<file path="config.mk">
export PLATFORM = sky130hd
export DESIGN_NAME = adcc_top
export DESIGN_NICKNAME = d
export VERILOG_FILES = /design/src/adcc_pkg.sv /design/src/adcc_chan_mux.sv /design/src/adcc_top.sv
export SDC_FILE = /design/constraint.sdc
export NUM_CORES = 1
export LEC_CHECK = 0
export BUFFER_PORTS_ARGS = -buffer_cell sky130_fd_sc_hd__buf_2
export CORE_ASPECT_RATIO = 0.75
export CORE_MARGIN = 4
export CORE_UTILIZATION = 39
export CTS_BUF_LIST = sky130_fd_sc_hd__clkbuf_2
export CTS_CLUSTER_SIZE = 14
export DETAILED_ROUTE_END_ITERATION = 8
export GPL_TIMING_DRIVEN = 0
export MAX_ROUTING_LAYER = met4
export PLACE_DENSITY = 0.94
export SYNTH_ARGS = -nofsm -noshare
export SYNTH_HDL_FRONTEND = slang
export SYNTH_SLANG_ARGS = --single-unit
export TNS_END_PERCENT = 100
</file>
<file path="constraint.sdc">
create_clock -name core_clk_in -period 2.51 [get_ports core_clk_in]
set_input_delay 0.251 -clock core_clk_in [delete_from_list [all_inputs] [get_ports core_clk_in]]
set_output_delay 0.251 -clock core_clk_in [all_outputs]
set_load 0.05 [all_outputs]
</file>
<file path="src/adcc_pkg.sv">
// package of constants for the converter control block
package adcc_pkg;
  // control/status field layout
  localparam int CSR_CHAN_LSB   = 0;
  localparam int CSR_CHAN_W     = 4;
  localparam int CSR_ON_BIT     = 5;
  localparam int CSR_DONE_BIT   = 7;
  // result layout
  localparam int RES_W          = 10;
  localparam logic [7:0] HIGH_SAT  = 8'hff;
  localparam logic [1:0] LOW_SAT   = 2'h3;
  localparam logic [7:0] HIGH_ZERO = 8'h00;
  localparam logic [1:0] LOW_ZERO  = 2'h0;
  // reset values
  localparam logic [7:0] CSR_RST = 8'h00;
  // conversion time in core cycles
  localparam int CONV_CYCLES    = 14;
  localparam int CNT_W          = 5;
  // sequencer states
  typedef enum logic [2:0] {
    ADCC_IDLE   = 3'b001,
    ADCC_SAMPLE = 3'b010,
    ADCC_STORE  = 3'b100
  } adcc_state_t;
endpackage

</file>
<file path="src/adcc_chan_mux.sv">
// channel multiplexer with reference saturation
`timescale 1ns/1ps
module adcc_chan_mux
  import adcc_pkg::*;
#(
  parameter int NCHAN = 16
) (
  input  wire logic [NCHAN*RES_W-1:0] chan_code_in,   // raw codes per channel
  input  wire logic [NCHAN-1:0]       chan_over_in,   // input above high reference
  input  wire logic [NCHAN-1:0]       chan_under_in,  // input below low reference
  input  wire logic [CSR_CHAN_W-1:0]  sel_in,         // channel select
  output logic      [RES_W-1:0]       code_out        // saturated code
);
  wire [RES_W-1:0] picked = chan_code_in[sel_in*RES_W +: RES_W];
  wire             over   = chan_over_in[sel_in];
  wire             under  = chan_under_in[sel_in];
  // over wins: saturate all ones, under gives zero
  assign code_out = over  ? {HIGH_SAT, LOW_SAT} :
                    under ? {HIGH_ZERO, LOW_ZERO} :
                    picked;
endmodule

</file>
<file path="src/adcc_top.sv">
// converter control: channel select, continuous conversion, result and flag
// ---------------------------------------------------------------
// Notes on behaviour
// input above high reference gives high ff and low 3
// input below low reference gives zero result
// four-bit select chooses converted channel
// converter_on starts continuous back-to-back conversions
// each completion sets done flag and stores result
// high byte read or control write clears done flag
// software reads low then high for ten bits
// software reads high only for eight bits
// results are overwritten by next completion, read before it
// clearing converter_on stops conversions, last result stays
// ---------------------------------------------------------------
`timescale 1ns/1ps
module adcc_top
  import adcc_pkg::*;
#(
  parameter int NCHAN = 16,
  parameter int CONV  = CONV_CYCLES
) (
  input  wire logic                   core_clk_in,      // cpu clock
  input  wire logic                   rst_in,           // sync reset, high
  input  wire logic [NCHAN*RES_W-1:0] chan_code_in,     // analog codes per channel
  input  wire logic [NCHAN-1:0]       chan_over_in,     // above high_reference
  input  wire logic [NCHAN-1:0]       chan_under_in,    // below low_reference
  input  wire logic                   csr_wr_in,        // control/status write strobe
  input  wire logic [7:0]             csr_wdata_in,     // control/status write data
  input  wire logic                   high_rd_in,       // result_high_byte read strobe
  output logic      [7:0]             converter_control_status_out, // csr readback
  output logic      [7:0]             result_high_byte_out,         // upper 8 bits
  output logic      [7:0]             result_low_bits_out,          // low 2 bits
  output logic                        done_out          // completion flag
);
  // ---------------------------------------------------------------
  // control register and state
  // ---------------------------------------------------------------
  logic [CSR_CHAN_W-1:0] chan_sel;
  logic                  converter_on;
  logic                  done;
  logic [RES_W-1:0]      result;
  logic [CNT_W-1:0]      cnt;
  adcc_state_t           state;
  adcc_state_t           next_state;
  logic [RES_W-1:0]      code;

  adcc_chan_mux #(.NCHAN(NCHAN)) adcc_chan_mux_i (
    .chan_code_in  (chan_code_in),
    .chan_over_in  (chan_over_in),
    .chan_under_in (chan_under_in),
    .sel_in        (chan_sel),
    .code_out      (code)
  );

  wire conv_end = (state == ADCC_SAMPLE) && (cnt == CNT_W'(CONV - 1));
  wire finish   = (state == ADCC_STORE);
  wire clr_done = high_rd_in | csr_wr_in;

  // control register write
  always_ff @(posedge core_clk_in) begin
    if (rst_in) begin
      chan_sel     <= CSR_RST[CSR_CHAN_LSB +: CSR_CHAN_W];
      converter_on <= CSR_RST[CSR_ON_BIT];
    end else if (csr_wr_in) begin
      chan_sel     <= csr_wdata_in[CSR_CHAN_LSB +: CSR_CHAN_W];
      converter_on <= csr_wdata_in[CSR_ON_BIT];
    end
  end

  // ---------------------------------------------------------------
  // sequencer: sample for CONV cycles, store, repeat while on
  // ---------------------------------------------------------------
  always_comb begin
    case (state)
      ADCC_IDLE:   next_state = converter_on ? ADCC_SAMPLE : ADCC_IDLE;
      ADCC_SAMPLE: next_state = !converter_on ? ADCC_IDLE :
                                conv_end ? ADCC_STORE : ADCC_SAMPLE;
      ADCC_STORE:  next_state = converter_on ? ADCC_SAMPLE : ADCC_IDLE;
      default:     next_state = ADCC_IDLE;
    endcase
  end

  always_ff @(posedge core_clk_in) begin
    if (rst_in) begin
      state <= ADCC_IDLE;
      cnt   <= '0;
    end else begin
      state <= next_state;
      cnt   <= (state == ADCC_SAMPLE && !conv_end) ? cnt + CNT_W'(1) : '0;
    end
  end

  // result store (not held: next completion overwrites) and flag
  always_ff @(posedge core_clk_in) begin
    if (rst_in) begin
      result <= '0;
      done   <= 1'b0;
    end else begin
      if (conv_end && converter_on) result <= code;
      if (finish) done <= 1'b1;                     // set wins
      else if (clr_done) done <= 1'b0;
    end
  end

  // ---------------------------------------------------------------
  // outputs
  // ---------------------------------------------------------------
  assign converter_control_status_out = {done, 1'b0, converter_on, 1'b0, chan_sel};
  assign result_high_byte_out = result[RES_W-1 -: 8];
  assign result_low_bits_out  = {6'h00, result[1:0]};
  assign done_out             = done;

  // ---------------------------------------------------------------
  // assertions
  // ---------------------------------------------------------------
  done_sets_a: assert property (@(posedge core_clk_in) disable iff (rst_in)
    finish |=> done) else $error("done not set after store");
  done_clears_a: assert property (@(posedge core_clk_in) disable iff (rst_in)
    (clr_done && !finish && state != ADCC_STORE) |=> !done)
    else $error("done not cleared by access");
  off_stops_a: assert property (@(posedge core_clk_in) disable iff (rst_in)
    (!converter_on && state == ADCC_IDLE) |=> $stable(result))
    else $error("result changed while off");
  repeat_conv_a: assert property (@(posedge core_clk_in) disable iff (rst_in)
    (finish && converter_on && !csr_wr_in) |=> state == ADCC_SAMPLE)
    else $error("conversion not restarted");
  sat_high_a: assert property (@(posedge core_clk_in) disable iff (rst_in)
    (conv_end && converter_on && chan_over_in[chan_sel]) |=> result == {HIGH_SAT, LOW_SAT})
    else $error("over range not saturated");
  zero_low_a: assert property (@(posedge core_clk_in) disable iff (rst_in)
    (conv_end && converter_on && chan_under_in[chan_sel] && !chan_over_in[chan_sel])
    |=> result == {HIGH_ZERO, LOW_ZERO}) else $error("under range not zero");
  sel_store_a: assert property (@(posedge core_clk_in) disable iff (rst_in)
    (conv_end && converter_on && !chan_over_in[chan_sel] && !chan_under_in[chan_sel])
    |=> result == $past(chan_code_in[chan_sel*RES_W +: RES_W]))
    else $error("wrong channel stored");
  conv_len_a: assert property (@(posedge core_clk_in) disable iff (rst_in)
    finish |-> $past(state, 1) == ADCC_SAMPLE) else $error("store without sample");

  // ---------------------------------------------------------------
  // sequencer checks
  // ---------------------------------------------------------------
  // the state register must always hold exactly one of the one-hot codes
  state_onehot_a: assert property (@(posedge core_clk_in) disable iff (rst_in)
    $onehot(state)) else $error("sequencer state not one-hot");
  // an enabled idle converter starts sampling on the next edge
  start_conv_a: assert property (@(posedge core_clk_in) disable iff (rst_in)
    (state == ADCC_IDLE && converter_on) |=> state == ADCC_SAMPLE)
    else $error("conversion not started");
  // the sample counter never runs past the last sample cycle
  cnt_bound_a: assert property (@(posedge core_clk_in) disable iff (rst_in)
    (state == ADCC_SAMPLE) |-> cnt < CNT_W'(CONV))
    else $error("sample counter out of range");
  // a store only follows a full-length sample phase
  sample_len_a: assert property (@(posedge core_clk_in) disable iff (rst_in)
    finish |-> $past(cnt) == CNT_W'(CONV - 1))
    else $error("sample phase too short");
  // the store state lasts one cycle only
  store_once_a: assert property (@(posedge core_clk_in) disable iff (rst_in)
    finish |=> !finish) else $error("store state repeated");
  // switching off in mid-sample parks the sequencer at once
  off_idle_a: assert property (@(posedge core_clk_in) disable iff (rst_in)
    (state == ADCC_SAMPLE && !converter_on) |=> state == ADCC_IDLE)
    else $error("sampling went on while off");

  // ---------------------------------------------------------------
  // control register checks
  // ---------------------------------------------------------------
  // a write lands the channel field on the following edge
  chan_write_a: assert property (@(posedge core_clk_in) disable iff (rst_in)
    csr_wr_in |=> chan_sel == $past(csr_wdata_in[CSR_CHAN_LSB +: CSR_CHAN_W]))
    else $error("channel field not written");
  // a write lands the enable bit on the following edge
  on_write_a: assert property (@(posedge core_clk_in) disable iff (rst_in)
    csr_wr_in |=> converter_on == $past(csr_wdata_in[CSR_ON_BIT]))
    else $error("enable bit not written");

  // ---------------------------------------------------------------
  // result and flag checks
  // ---------------------------------------------------------------
  // the result only moves at the end of an enabled conversion
  result_hold_a: assert property (@(posedge core_clk_in) disable iff (rst_in)
    !(conv_end && converter_on) |=> $stable(result))
    else $error("result moved outside a store");
  // a raised flag stays up until an access clears it
  done_hold_a: assert property (@(posedge core_clk_in) disable iff (rst_in)
    (done && !clr_done) |=> done) else $error("done dropped without access");
  // with the converter off and no store pending, the flag cannot rise
  off_no_done_a: assert property (@(posedge core_clk_in) disable iff (rst_in)
    (!converter_on && state != ADCC_STORE && !done) |=> !done)
    else $error("done rose while off");

  // ---------------------------------------------------------------
  // parked converter watch
  // ---------------------------------------------------------------
  // counts cycles idle with the converter off; saturates instead of wrapping
  logic [CNT_W-1:0] idle_cnt;
  always_ff @(posedge core_clk_in) begin
    if (rst_in) begin
      idle_cnt <= '0;
    end else if (state == ADCC_IDLE && !converter_on) begin
      idle_cnt <= (idle_cnt == '1) ? idle_cnt : idle_cnt + CNT_W'(1);
    end else begin
      idle_cnt <= '0;
    end
  end

  // once parked, no conversion may end and nothing may be stored
  parked_quiet_a: assert property (@(posedge core_clk_in) disable iff (rst_in)
    (idle_cnt != '0) |-> (!finish && !conv_end))
    else $error("activity while parked");
  // a parked converter keeps its last result on the high byte output
  parked_keep_a: assert property (@(posedge core_clk_in) disable iff (rst_in)
    (idle_cnt != '0 && !converter_on) |=> $stable(result_high_byte_out))
    else $error("high byte changed while parked");
endmodule

</file>
# After elaboration in Yosys (flattened, before gate mapping)
# Cells that the tools add are included.
# totals
register_bits	24
inputBits	204
output_inout_bits	25
wordCells	35
# op_classes
n_addsub	1
mul	1
n_lt_le_gt_ge	1
n_eq_ne	4
shifts	1
muxes	12
bitwise_logic	2
n_reduce_logical	7
# ops
cell	count
160-bit by 9-bit variable part select with 10-bit output	1
10-bit 2-to-1 mux	2
1-bit binary-select mux with 4-bit select	2
4-bit by 3-bit multiplier with 7-bit output (second input constant)	1
3-bit 2-to-1 mux	2
3-bit one-hot mux with 2 select lines	1
5-bit by 1-bit adder with 5-bit output (second input constant)	1
5-bit by 4-bit equality test with 1-bit output (second input constant)	1
4-bit by 5-bit less-than comparator with 1-bit output (second input constant)	1
1-bit 2-to-1 mux	4
2-bit OR reduction	2
3-bit by 1-bit equality test with 1-bit output (second input constant)	1
3-bit by 2-bit equality test with 1-bit output (second input constant)	1
3-bit equality test (second input constant)	1
1-bit logical AND	3
2-bit 2-to-1 mux	1
2-bit nonzero test	1
1-bit zero test	1
1-bit inverter	1
1-bit bitwise OR	1

# Longest topological paths before layout
# Gate-level depths: netlist of run 1.
# depth
depth_word	6
depth_mapped	7

# Hierarchy
# Synthesis of run 1 repeated with hierarchy kept, for this count alone.
# unflattened
hier_cells	221
area_unflattened_um2	2593.7
# by_module_without_submodules
module	instances	cells_per_inst	area_per_inst_um2	seq_area_each_um2
adcc_chan_mux	1	112	1507.7	0.0
adcc_top	1	109	1086.0	480.5

# Worst setup path before layout of run 1
# OpenSTA, ideal clock, no wires.
# synth_path
path_kind	reg2reg
startpoint	register chan_sel[2]
endpoint	register result[7]
setup_time_ps	129
arrival_ps	2047
slack_ps	334
path_stages_with_launch	7
n_path_buf	2
cell_sequence	dfxtp_1 -> buf_2 -> clkbuf_1 -> mux4_2 -> mux2_2 -> o211ai_1 -> a21oi_1
# synth_via
elab_chain_len	4
elab_cells_between_ends	8
cone_classes	1 x mul; 1 x shift; 6 x mux
# synth_rtl
element	line_no	rtl
start: declaration	adcc_top.sv:38	logic [CSR_CHAN_W-1:0] chan_sel;
start signal: assignment	adcc_top.sv:62	chan_sel <= CSR_RST[CSR_CHAN_LSB +: CSR_CHAN_W];
start signal: assignment	adcc_top.sv:65	chan_sel <= csr_wdata_in[CSR_CHAN_LSB +: CSR_CHAN_W];
4-bit by 3-bit multiplier with 7-bit output / 1-bit binary-select mux with 4-bit select (equally long branches)	adcc_chan_mux.sv:14, adcc_chan_mux.sv:16	
160-bit by 9-bit variable part select with 10-bit output / 1-bit 2-to-1 mux (equally long branches)	adcc_chan_mux.sv:14, adcc_chan_mux.sv:16	
10-bit 2-to-1 mux	adcc_chan_mux.sv:19	under ? {HIGH_ZERO, LOW_ZERO} :
10-bit 2-to-1 mux *	adcc_chan_mux.sv:18	assign code_out = over ? {HIGH_SAT, LOW_SAT} :
end signal: assignment	adcc_top.sv:99	if (conv_end && converter_on) result <= code;
end: declaration	adcc_top.sv:41	logic [RES_W-1:0] result;
# Mark *: on every way between the ends. The rest lies on a longest branch, timed or not. The select of a mux whose other input is x is not followed.
# A chain may end at the register's enable or synchronous reset.

# Worst setup path in the final report of run 1
# Same ends and word-level chain as after synthesis.

==> results of run 1 <==
==> synth_stat cells, drive strengths merged <==
cell type,n,area share
o2111ai,1,0.0035
dfxtp,24,0.19
buf,20,0.052
and2,1,0.0025
clkbuf,10,0.015
ha,2,0.010
and4b,1,0.0040
o21ai,13,0.026
nand2b,2,0.0050
inv,3,0.0045
nor3b,1,0.0030
or4,1,0.0030
nor4b,1,0.0060
o211ai,10,0.030
mux2i,19,0.076
mux2,11,0.051
nand3b,1,0.0030
nand2,11,0.016
xnor2,1,0.0035
mux4,48,0.43
xor2,3,0.010
nand3,3,0.0060
o2111a,1,0.0045
a21oi,11,0.022
nor2,12,0.018
conb,1,0.0015
==> kinds of logic (layout without fill, tap and decap cells) <==
logic type                 Yosys count  after routing  share of synthesized area
AOI/OAI and AO/OA                   36             36                     0.0859
xor gates and xnor gates             4              4                     0.0140
adders and majority gates            2              2                    0.00998
buffers and inverters               33            252                     0.0719
DFF                                 24             24                      0.192
muxes                               78             78                      0.558
other                                1              9                    0.00150
and+or+nand+nor                     34             34                     0.0669
==> power by group through the flow <==
| stage | Sequential [µW] | Clock [µW] | Combinational (µW) |
|---|---|---|---|
| 6_report | 394 | 257 | 553 |
| 3_3_place_gp | 401 | 0 | 530 |
| 4_1_cts | 394 | 264 | 550 |
| 5_1_grt | 396 | 280 | 594 |
| 3_5_place_dp | 401 | 0 | 548 |
| 2_1_floorplan | 413 | 0 | 318 |
==> tightest hold or removal path, delay by kind of cell <==
family        cells  cell delay (ns)
mux               1             0.06
buf+inv           1             0.08
simple gates      1             0.07
==> worst max-delay path by stage <==
| stage | start | endpoint | slack [ns] | cells past startpoint |
|---|---|---|---|---|
| floorplan | chan_sel[2] | result[7] | 0.33 | 6 |
| global placement | chan_sel[1] | result[3] | 0.31 | 6 |
| detailed placement | chan_sel[2] | result[7] | 0.27 | 6 |
| CTS | chan_sel[2] | result[7] | 0.20 | 6 |
| global route | chan_sel[1] | result[3] | 0.01 | 6 |
| finish | chan_sel[2] | result[7] | 0.19 | 6 |
==> cell usage in the layout, fill, tap and decap left out <==
cell | netlist | routed
dfxtp_1 | 24 | 24
or4_1 | 1 | 1
clkbuf_2 | 0 | 3
mux2_2 | 10 | 10
a21oi_1 | 11 | 11
clkbuf_1 | 10 | 10
ha_1 | 2 | 2
o2111ai_1 | 1 | 1
nor3b_1 | 1 | 1
inv_1 | 3 | 3
buf_4 | 13 | 13
buf_2 | 6 | 221
xor2_1 | 3 | 3
nor2_1 | 12 | 12
xnor2_1 | 1 | 1
o21ai_0 | 13 | 13
mux2_4 | 1 | 1
o211ai_1 | 10 | 10
nand2b_1 | 2 | 2
nor4b_2 | 1 | 1
nand3b_1 | 1 | 1
and4b_1 | 1 | 1
mux4_2 | 48 | 48
and2_1 | 1 | 1
nand2_1 | 11 | 11
mux2i_1 | 19 | 19
diode_2 | 0 | 1
conb_1 | 1 | 8
o2111a_1 | 1 | 1
bufinv_16 | 0 | 1
nand3_1 | 3 | 3
buf_1 | 1 | 1
==> layer usage <==
metal / vias to the layer above / track usage / part of all wire / wire, µm
met5: - / - / 0 / 0
met1: 1424 / 0.325 / 0.37 / 3950
met4: 0 / 0.0700 / 0.028 / 300
met3: 30 / 0.0681 / 0.11 / 1140
li1: 1292 / - / - / -
met2: 212 / 0.487 / 0.50 / 5410
==> stage by stage <==
| step | instance area [µm²] | total power, µW | setup WS, ns | util | hold slack, ns |
|---|---|---|---|---|---|
| 2_1_floorplan | 2530 | 731 | 0.334 | - | 0.398 |
| 3_3_place_gp | 3710 | 931 | 0.306 | 0.617 | 0.447 |
| 3_5_place_dp | 3710 | 949 | 0.269 | 0.617 | 0.458 |
| 4_1_cts | 3750 | 1210 | 0.204 | 0.625 | 0.103 |
| 5_1_grt | 3750 | 1270 | 0.0114 | 0.625 | 0.110 |
| 6_report | 3750 | 1200 | 0.189 | 0.625 | 0.120 |
==> layout make-up <==
type | instances | area [µm²]
Inverter | 3 | 11.3
Timing Repair Buffer | 215 | 1080
Tap cell | 78 | 97.6
Sequential cell | 24 | 480
Antenna cell | 1 | 2.50
Multi-Input combinational cell | 162 | 1870
Buffer | 30 | 169
Clock inverter | 1 | 30.0
Fill cell | 489 | 2250
Clock buffer | 3 | 15.0
==> registers in the layout (all words and copies together) (netlist names) <==
signal,count
chan_sel,4
cnt,5
converter_on,1
done_out,1
result,10
state,3
==> summary.txt, run 1 <==
Status
  – Outcome: completed

Power and ir drop
  – Sw Ratio: 0.306
  – Clock network power share: 0.213
  – Seq pwr share: 0.327
  – Power per cell area: 321 nW/µm²
  – Internal cell power: 836 µW
  – VDD IR max: 0.228 mV
  – Leak: 0.00175 µW
  – Comb power frac: 0.459
  – P_sw: 368 µW

Timing
  – Fin crit period: 2.32 ns
  – Final setup violation count: 0
  – Max-slew violation count: 0
  – Part of the cycle the worst path needs: 0.925
  – Worst Skew: 0.0235 ns
  – TNS Setup: 0 ns
  – Unrepaired setup endpoints after global routing: no
  – Slew headroom: 0.530
  – Actual slew at the worst max-slew pin: 0.705 ns
  – Final hold vios: 0
  – FMAX: 0.431 GHz

Synthesis
  – Sequential share of the synthesized area: 0.192
  – #FFs+latches synth: 24
  – Post-synthesis cell area: 2510 µm²
  – Post-synth cell types: 29
  – Mapped Cells: 212
  – Yosys synthesis warning count: 0
  – Mean area per synthesized cell: 11.8 µm²

Clock tree
  – CTS tree: built
  – Sink Count: 24
  – Clock latency on the worst-skew pair: 0.35 ns
  – Cts hold-fix bufs: 0
  – CTS root buf: clkbuf_2
  – CTS resizes: 0
  – # Post-CTS Setup Buffers: 0
  – CTS Buf Count: 3
  – H-tree Lvls: 1
  – Deepest clock path buffer count: 2
  – Clk pin slew, worst setup/hold paths: 0.25 ns

Hold path
  – HP Start: csr_wdata_in[5]
  – Hold Path Class: in2reg
  – Hold Path End: converter_on
  – Hold path depth: 3

Floorplan
  – # rows: 24
  – Initial Util: 0.417
  – Die span in x: 101 µm
  – Die ar.: 7790 µm²
  – Die height: 77.4 µm
  – Core Region: 6010 µm²
  – # IOs: 229

Detailed routing
  – Remaining DRCs: 0
  – DR WL/cell: 20.9 µm
  – TritonRoute pass-1 iters: 5
  – Drt via density: 5.72
  – Routed Antenna Nets: 0
  – Vias: 2958
  – Final WL: 10800 µm
  – Initial DRC Count: 144

Setup path
  – Slowest cell delay on critical path: 0.57 ns
  – Worst R2R Path Depth: 6
  – Reg2reg setup slack: 0.19 ns
  – Slowest CP cell: clkbuf_1
  – FF-to-FF End: result[7]
  – Worst setup EP type: flop
  – Critical path class: reg2reg
  – Crit-path cells: buf_2, clkbuf_1, mux4_2, mux2_2, o211ai_1, a21oi_1
  – Worst Path Buf+Inv: 2
  – Origin of the critical flop-to-flop path: chan_sel[2]
  – Delay-heaviest family, CP: buffers and inverters
  – CP max FO: 10
  – CP Data Arrival Time: 2.56 ns
  – CP Launch Type: flop
  – Worst path required time: 2.75 ns

Place
  – I/O Buffers: 215
  – Post-DP HPWL: 9480 µm
  – RePlAce Congestion: 1.01
  – Inst Count DP: 512

Final layout
  – Area growth syn-to-layout: 49.8%
  – Layout cells sized above 1: 0.680
  – Final Non-Filler Cells: 517
  – Final nets: 645

GRT
  – Gr usage total: 0.280
  – Vias in the first global route: 3162
  – GRT overflow: 0
  – Initial antenna violation count: 1
  – First-pass GRT wire length: 16400 µm
  – Largest net degree at the start of global routing: 15

Flow run
  – Maxcap violations: 0
Power figures use the tool's default switching activity.
==> run 2, diff against run 1 <==
PLACE_DENSITY = 0.93   (was 0.94)
SLEW_MARGIN = 0   (was default)
SYNTH_HIERARCHICAL = 1   (was default)
==> run 2 against run 1 <==
- sequential power hardly changed
- critical path type unchanged
- via count decreased by 1.8%
- sequential share of layout area fell by 0.22 points
- critical path depth up 2
- cell area increased by 2.0%
- non-clock buffer count grew 1
- highest routed layer unchanged
- worst setup slack got worse by 0.027 ns
- sequential cell count did not move
==> summary.txt, run 2 <==
Status
  – Outcome: completed

Setup path
  – Delay-heaviest family, CP: buffers and inverters
  – Worst path required time: 2.77 ns (+0.02 ns)
  – Critical path class: reg2reg
  – Slowest cell delay on critical path: 0.41 ns (-0.16 ns)
  – CP max FO: 10 (unchanged)
  – CP Launch Type: flop
  – Worst R2R Path Depth: 8 (+2)
  – Worst Path Buf+Inv: 2 (unchanged)
  – CP Data Arrival Time: 2.61 ns (+0.05 ns)
  – Crit-path cells: clkbuf_1, clkbuf_2, mux4_2, a22oi_1, nand2_1, a21o_1, nand2b_1, mux2i_1
  – Worst setup EP type: flop
  – Slowest CP cell: dfxtp_1
  – Critical path depth: 8 (+2)

Power and ir drop
  – VDD IR max: 0.189 mV (-17%)
  – Power per cell area: 296 nW/µm² (-7.6%)
  – Clock network power share: 0.135 (-0.078)
  – Comb power frac: 0.517 (+0.058)
  – Tot Pwr: 1140 µW (-5.7%)
  – Internal cell power: 748 µW (-10%)
  – Sw Ratio: 0.341 (+0.0352)
  – Leak: 0.00182 µW (+3.9%)
  – P_sw: 387 µW (+5.2%)
  – Seq pwr share: 0.348 (+0.021)

Clock tree
  – Deepest clock path buffer count: 2 (unchanged)
  – CTS Buf Count: 3 (unchanged)
  – CTS root buf: clkbuf_2
  – Clk pin slew, worst setup/hold paths: 0.23 ns (-0.02 ns)
  – CTS tree: built
  – Clock latency on the worst-skew pair: 0.34 ns (about the same)
  – H-tree Lvls: 1 (unchanged)
  – Sink Count: 24 (unchanged)

Hold path
  – Hold path depth: 3 (unchanged)
  – Hold Path Class: in2reg

Detailed routing
  – Final WL: 10900 µm (+1.1%)
  – Routed Antenna Nets: 0 (unchanged)
  – Vias: 2904 (-1.8%)
  – TritonRoute pass-1 iters: 4 (-1)
  – Drt via density: 5.49 (-4.1%)
  – Remaining DRCs: 0 (unchanged)
  – DR WL/cell: 20.6 µm (-1.2%)
  – Initial DRC Count: 152 (+5.6%)

Flow run
  – Maxcap violations: 0 (unchanged)

Place
  – I/O Buffers: 215 (unchanged)
  – Post-DP HPWL: 9560 µm (+0.82%)
  – RePlAce Congestion: 0.926 (-8.5%)
  – DP Area: 3800 µm² (+2.5%)

Synthesis
  – Post-synthesis simple-gate area fraction: 0.119 (+0.0518)
  – Async set or reset register ratio after synthesis: 0 (unchanged)
  – Post-synthesis cell area: 2590 µm² (+3.5%)
  – Most common cell in the synthesized netlist: mux4_2
  – Mux cell area share after synthesis: 0.498 (-0.0599)
  – Xor/xnor share of the synthesized area: 0.0169 (+0.00290)
  – Synth top area share: 0.408 (-0.0232)
  – Yosys synthesis warning count: 6 (+6)
  – Adder-Cell Fraction of Synth Area: 0.00965 (-0.000337)
  – Compound-gate portion of the synthesized area: 0.0955 (+0.00964)
  – #FFs+latches synth: 24 (unchanged)
  – Sequential share of the synthesized area: 0.185 (-0.00647)
  – Top cells by count, synth: mux4_2, dfxtp_1, a22oi_1, nand2b_1, mux2i_1
  – Main combinational cell family by area after synthesis: multiplexers
  – Top cells by area, synth: mux4_2, dfxtp_1, mux2i_1
  – EDFF count, synth: 0 (unchanged)
  – Mapped Cells: 221 (+4.2%)
  – Top_reg_cell synth: dfxtp_1
  – Post-synth cell types: 33 (+14%)
  – Mean area per synthesized cell: 11.7 µm² (-0.72%)
  – Area leader, netlist: mux4_2

Timing
  – WHS: 0.126 ns (+0.00619 ns)
  – Worst Skew: 0.00898 ns (-0.0146 ns)
  – FMAX: 0.426 GHz (-1.1%)
  – Actual slew at the worst max-slew pin: 0.678 ns (-0.0272 ns)
  – Unrepaired setup endpoints after global routing: no
  – Max-slew violation count: 0 (unchanged)
  – TNS Setup: 0 ns (unchanged)
  – Final hold vios: 0 (unchanged)
  – Final setup violation count: 0 (unchanged)
  – Part of the cycle the worst path needs: 0.936 (+0.0107)
  – Slew headroom: 0.546 (+0.0165)
  – Fin crit period: 2.35 ns (+0.0269 ns)

Floorplan
  – Core Region: 6380 µm² (+6.2%)
  – Die span in x: 102 µm (+1.6%)
  – Die height: 78.6 µm (+1.6%)
  – # IOs: 229 (unchanged)
  – Initial Util: 0.406 (-0.0108)
  – # rows: 25 (+4.2%)
  – Die ar.: 8030 µm² (+3.2%)

Final layout
  – Max FFs per register: 10 (unchanged)
  – Commonest non-fill, non-tap cell in the layout: buf_2
  – Biggest regs: result (10), cnt (5), chan_sel (4)
  – Final nets: 654 (+1.4%)
  – Filler cell count: 579 (+18%)
  – Post-route cell area: 3830 µm² (+2.0%)
  – Most frequent cells in the layout: buf_2, mux4_2, dfxtp_1
  – Top reg by flops: result
  – Layout cells sized above 1: 0.653 (-0.0271)
  – Area growth syn-to-layout: 47.7%

GRT
  – Largest net degree at the start of global routing: 14 (-1)
  – Gr usage total: 0.280 (+0.000354)
  – Vias in the first global route: 3257 (+3.0%)
  – Initial antenna violation count: 1 (unchanged)
  – GRT overflow: 0 (unchanged)
  – First-pass GRT wire length: 16700 µm (+1.7%)
==> run 2: cell types whose count changed after synthesis, moves of 9 or more <==
cell,delta
o211ai_1,-10
a21o_1,+10
nand2b_1,+18
mux2_2,-9
a22oi_1,+20
o21ai_0,-13
a21oi_1,-10
==> run 2: cells by family after synthesis <==
logic type,count (synthesis)
other cells,1
flops,24
fa+ha+maj,2
simple gates,55
compound gates,33
xor+xnor,5
buf+inv,34
mux,67
==> run 2: path summary, 6_finish.rpt <==
| kind | start | to | slack [ns] |
|---|---|---|---|
| worst max register to register | chan_sel[2] | result[5] | 0.16 |
| worst min-delay path | csr_wdata_in[1] | chan_sel[1] | 0.13 |
| worst min register to register | result[3] | result[3] | 0.49 |
| worst max-delay path | chan_sel[2] | result[5] | 0.16 |
==> run 2: power groups by stage <==
| stage | sequential (µW) | combinational (µW) | clock (µW) |
|---|---|---|---|
| 4_1_cts | 395 | 582 | 153 |
| 6_report | 395 | 587 | 153 |
| 3_5_place_dp | 402 | 581 | 0 |
| 5_1_grt | 396 | 635 | 167 |
| 2_1_floorplan | 414 | 343 | 0 |
| 3_3_place_gp | 402 | 564 | 0 |
==> run 2: stage by stage <==
step	util	setup slack, ns	std cells
6_report	0.600	0.162	529
5_1_grt	0.600	0.0162	529
4_1_cts	0.598	0.00567	528
3_5_place_dp	0.595	0.0429	524
3_3_place_gp	0.595	0.0960	524
2_1_floorplan	-	0.109	228
==> run 2: metal layers <==
| layer | share of wire | vias to the layer above | GRT usage |
|---|---|---|---|
| li1 | - | 1312 | - |
| met1 | 0.37 | 1408 | 0.315 |
| met2 | 0.53 | 154 | 0.501 |
| met3 | 0.060 | 30 | 0.0497 |
| met4 | 0.033 | 0 | 0.0931 |
| met5 | 0 | - | - |
==> run 2: worst register-to-register path: stages (launching register included) <==
cell and delay, ns:
dfxtp_1 0.41, clkbuf_1 0.35, clkbuf_2 0.37, mux4_2 0.38
a22oi_1 0.35, nand2_1 0.09, a21o_1 0.18, nand2b_1 0.06
mux2i_1 0.07
==> run 2: timing repair <==
action                                  CTS  global route
setup buffers                             0             0
endpoints found under the setup margin    0            10
resized for setup                         0            11
hold buffers                              0             0
==> run 2: final cells by class <==
type	instances	area [µm²]	area share
clock buffer	3	15.0	0.00392
timing repair buffer	215	1080	0.281
buffer	31	191	0.0500
antenna	1	2.50	0.000653
inverter	3	11.3	0.00294
tap	81	101	0.0265
clock inverter	1	3.75	0.000980
sequential	24	482	0.126
multi-input combinational	170	1950	0.508
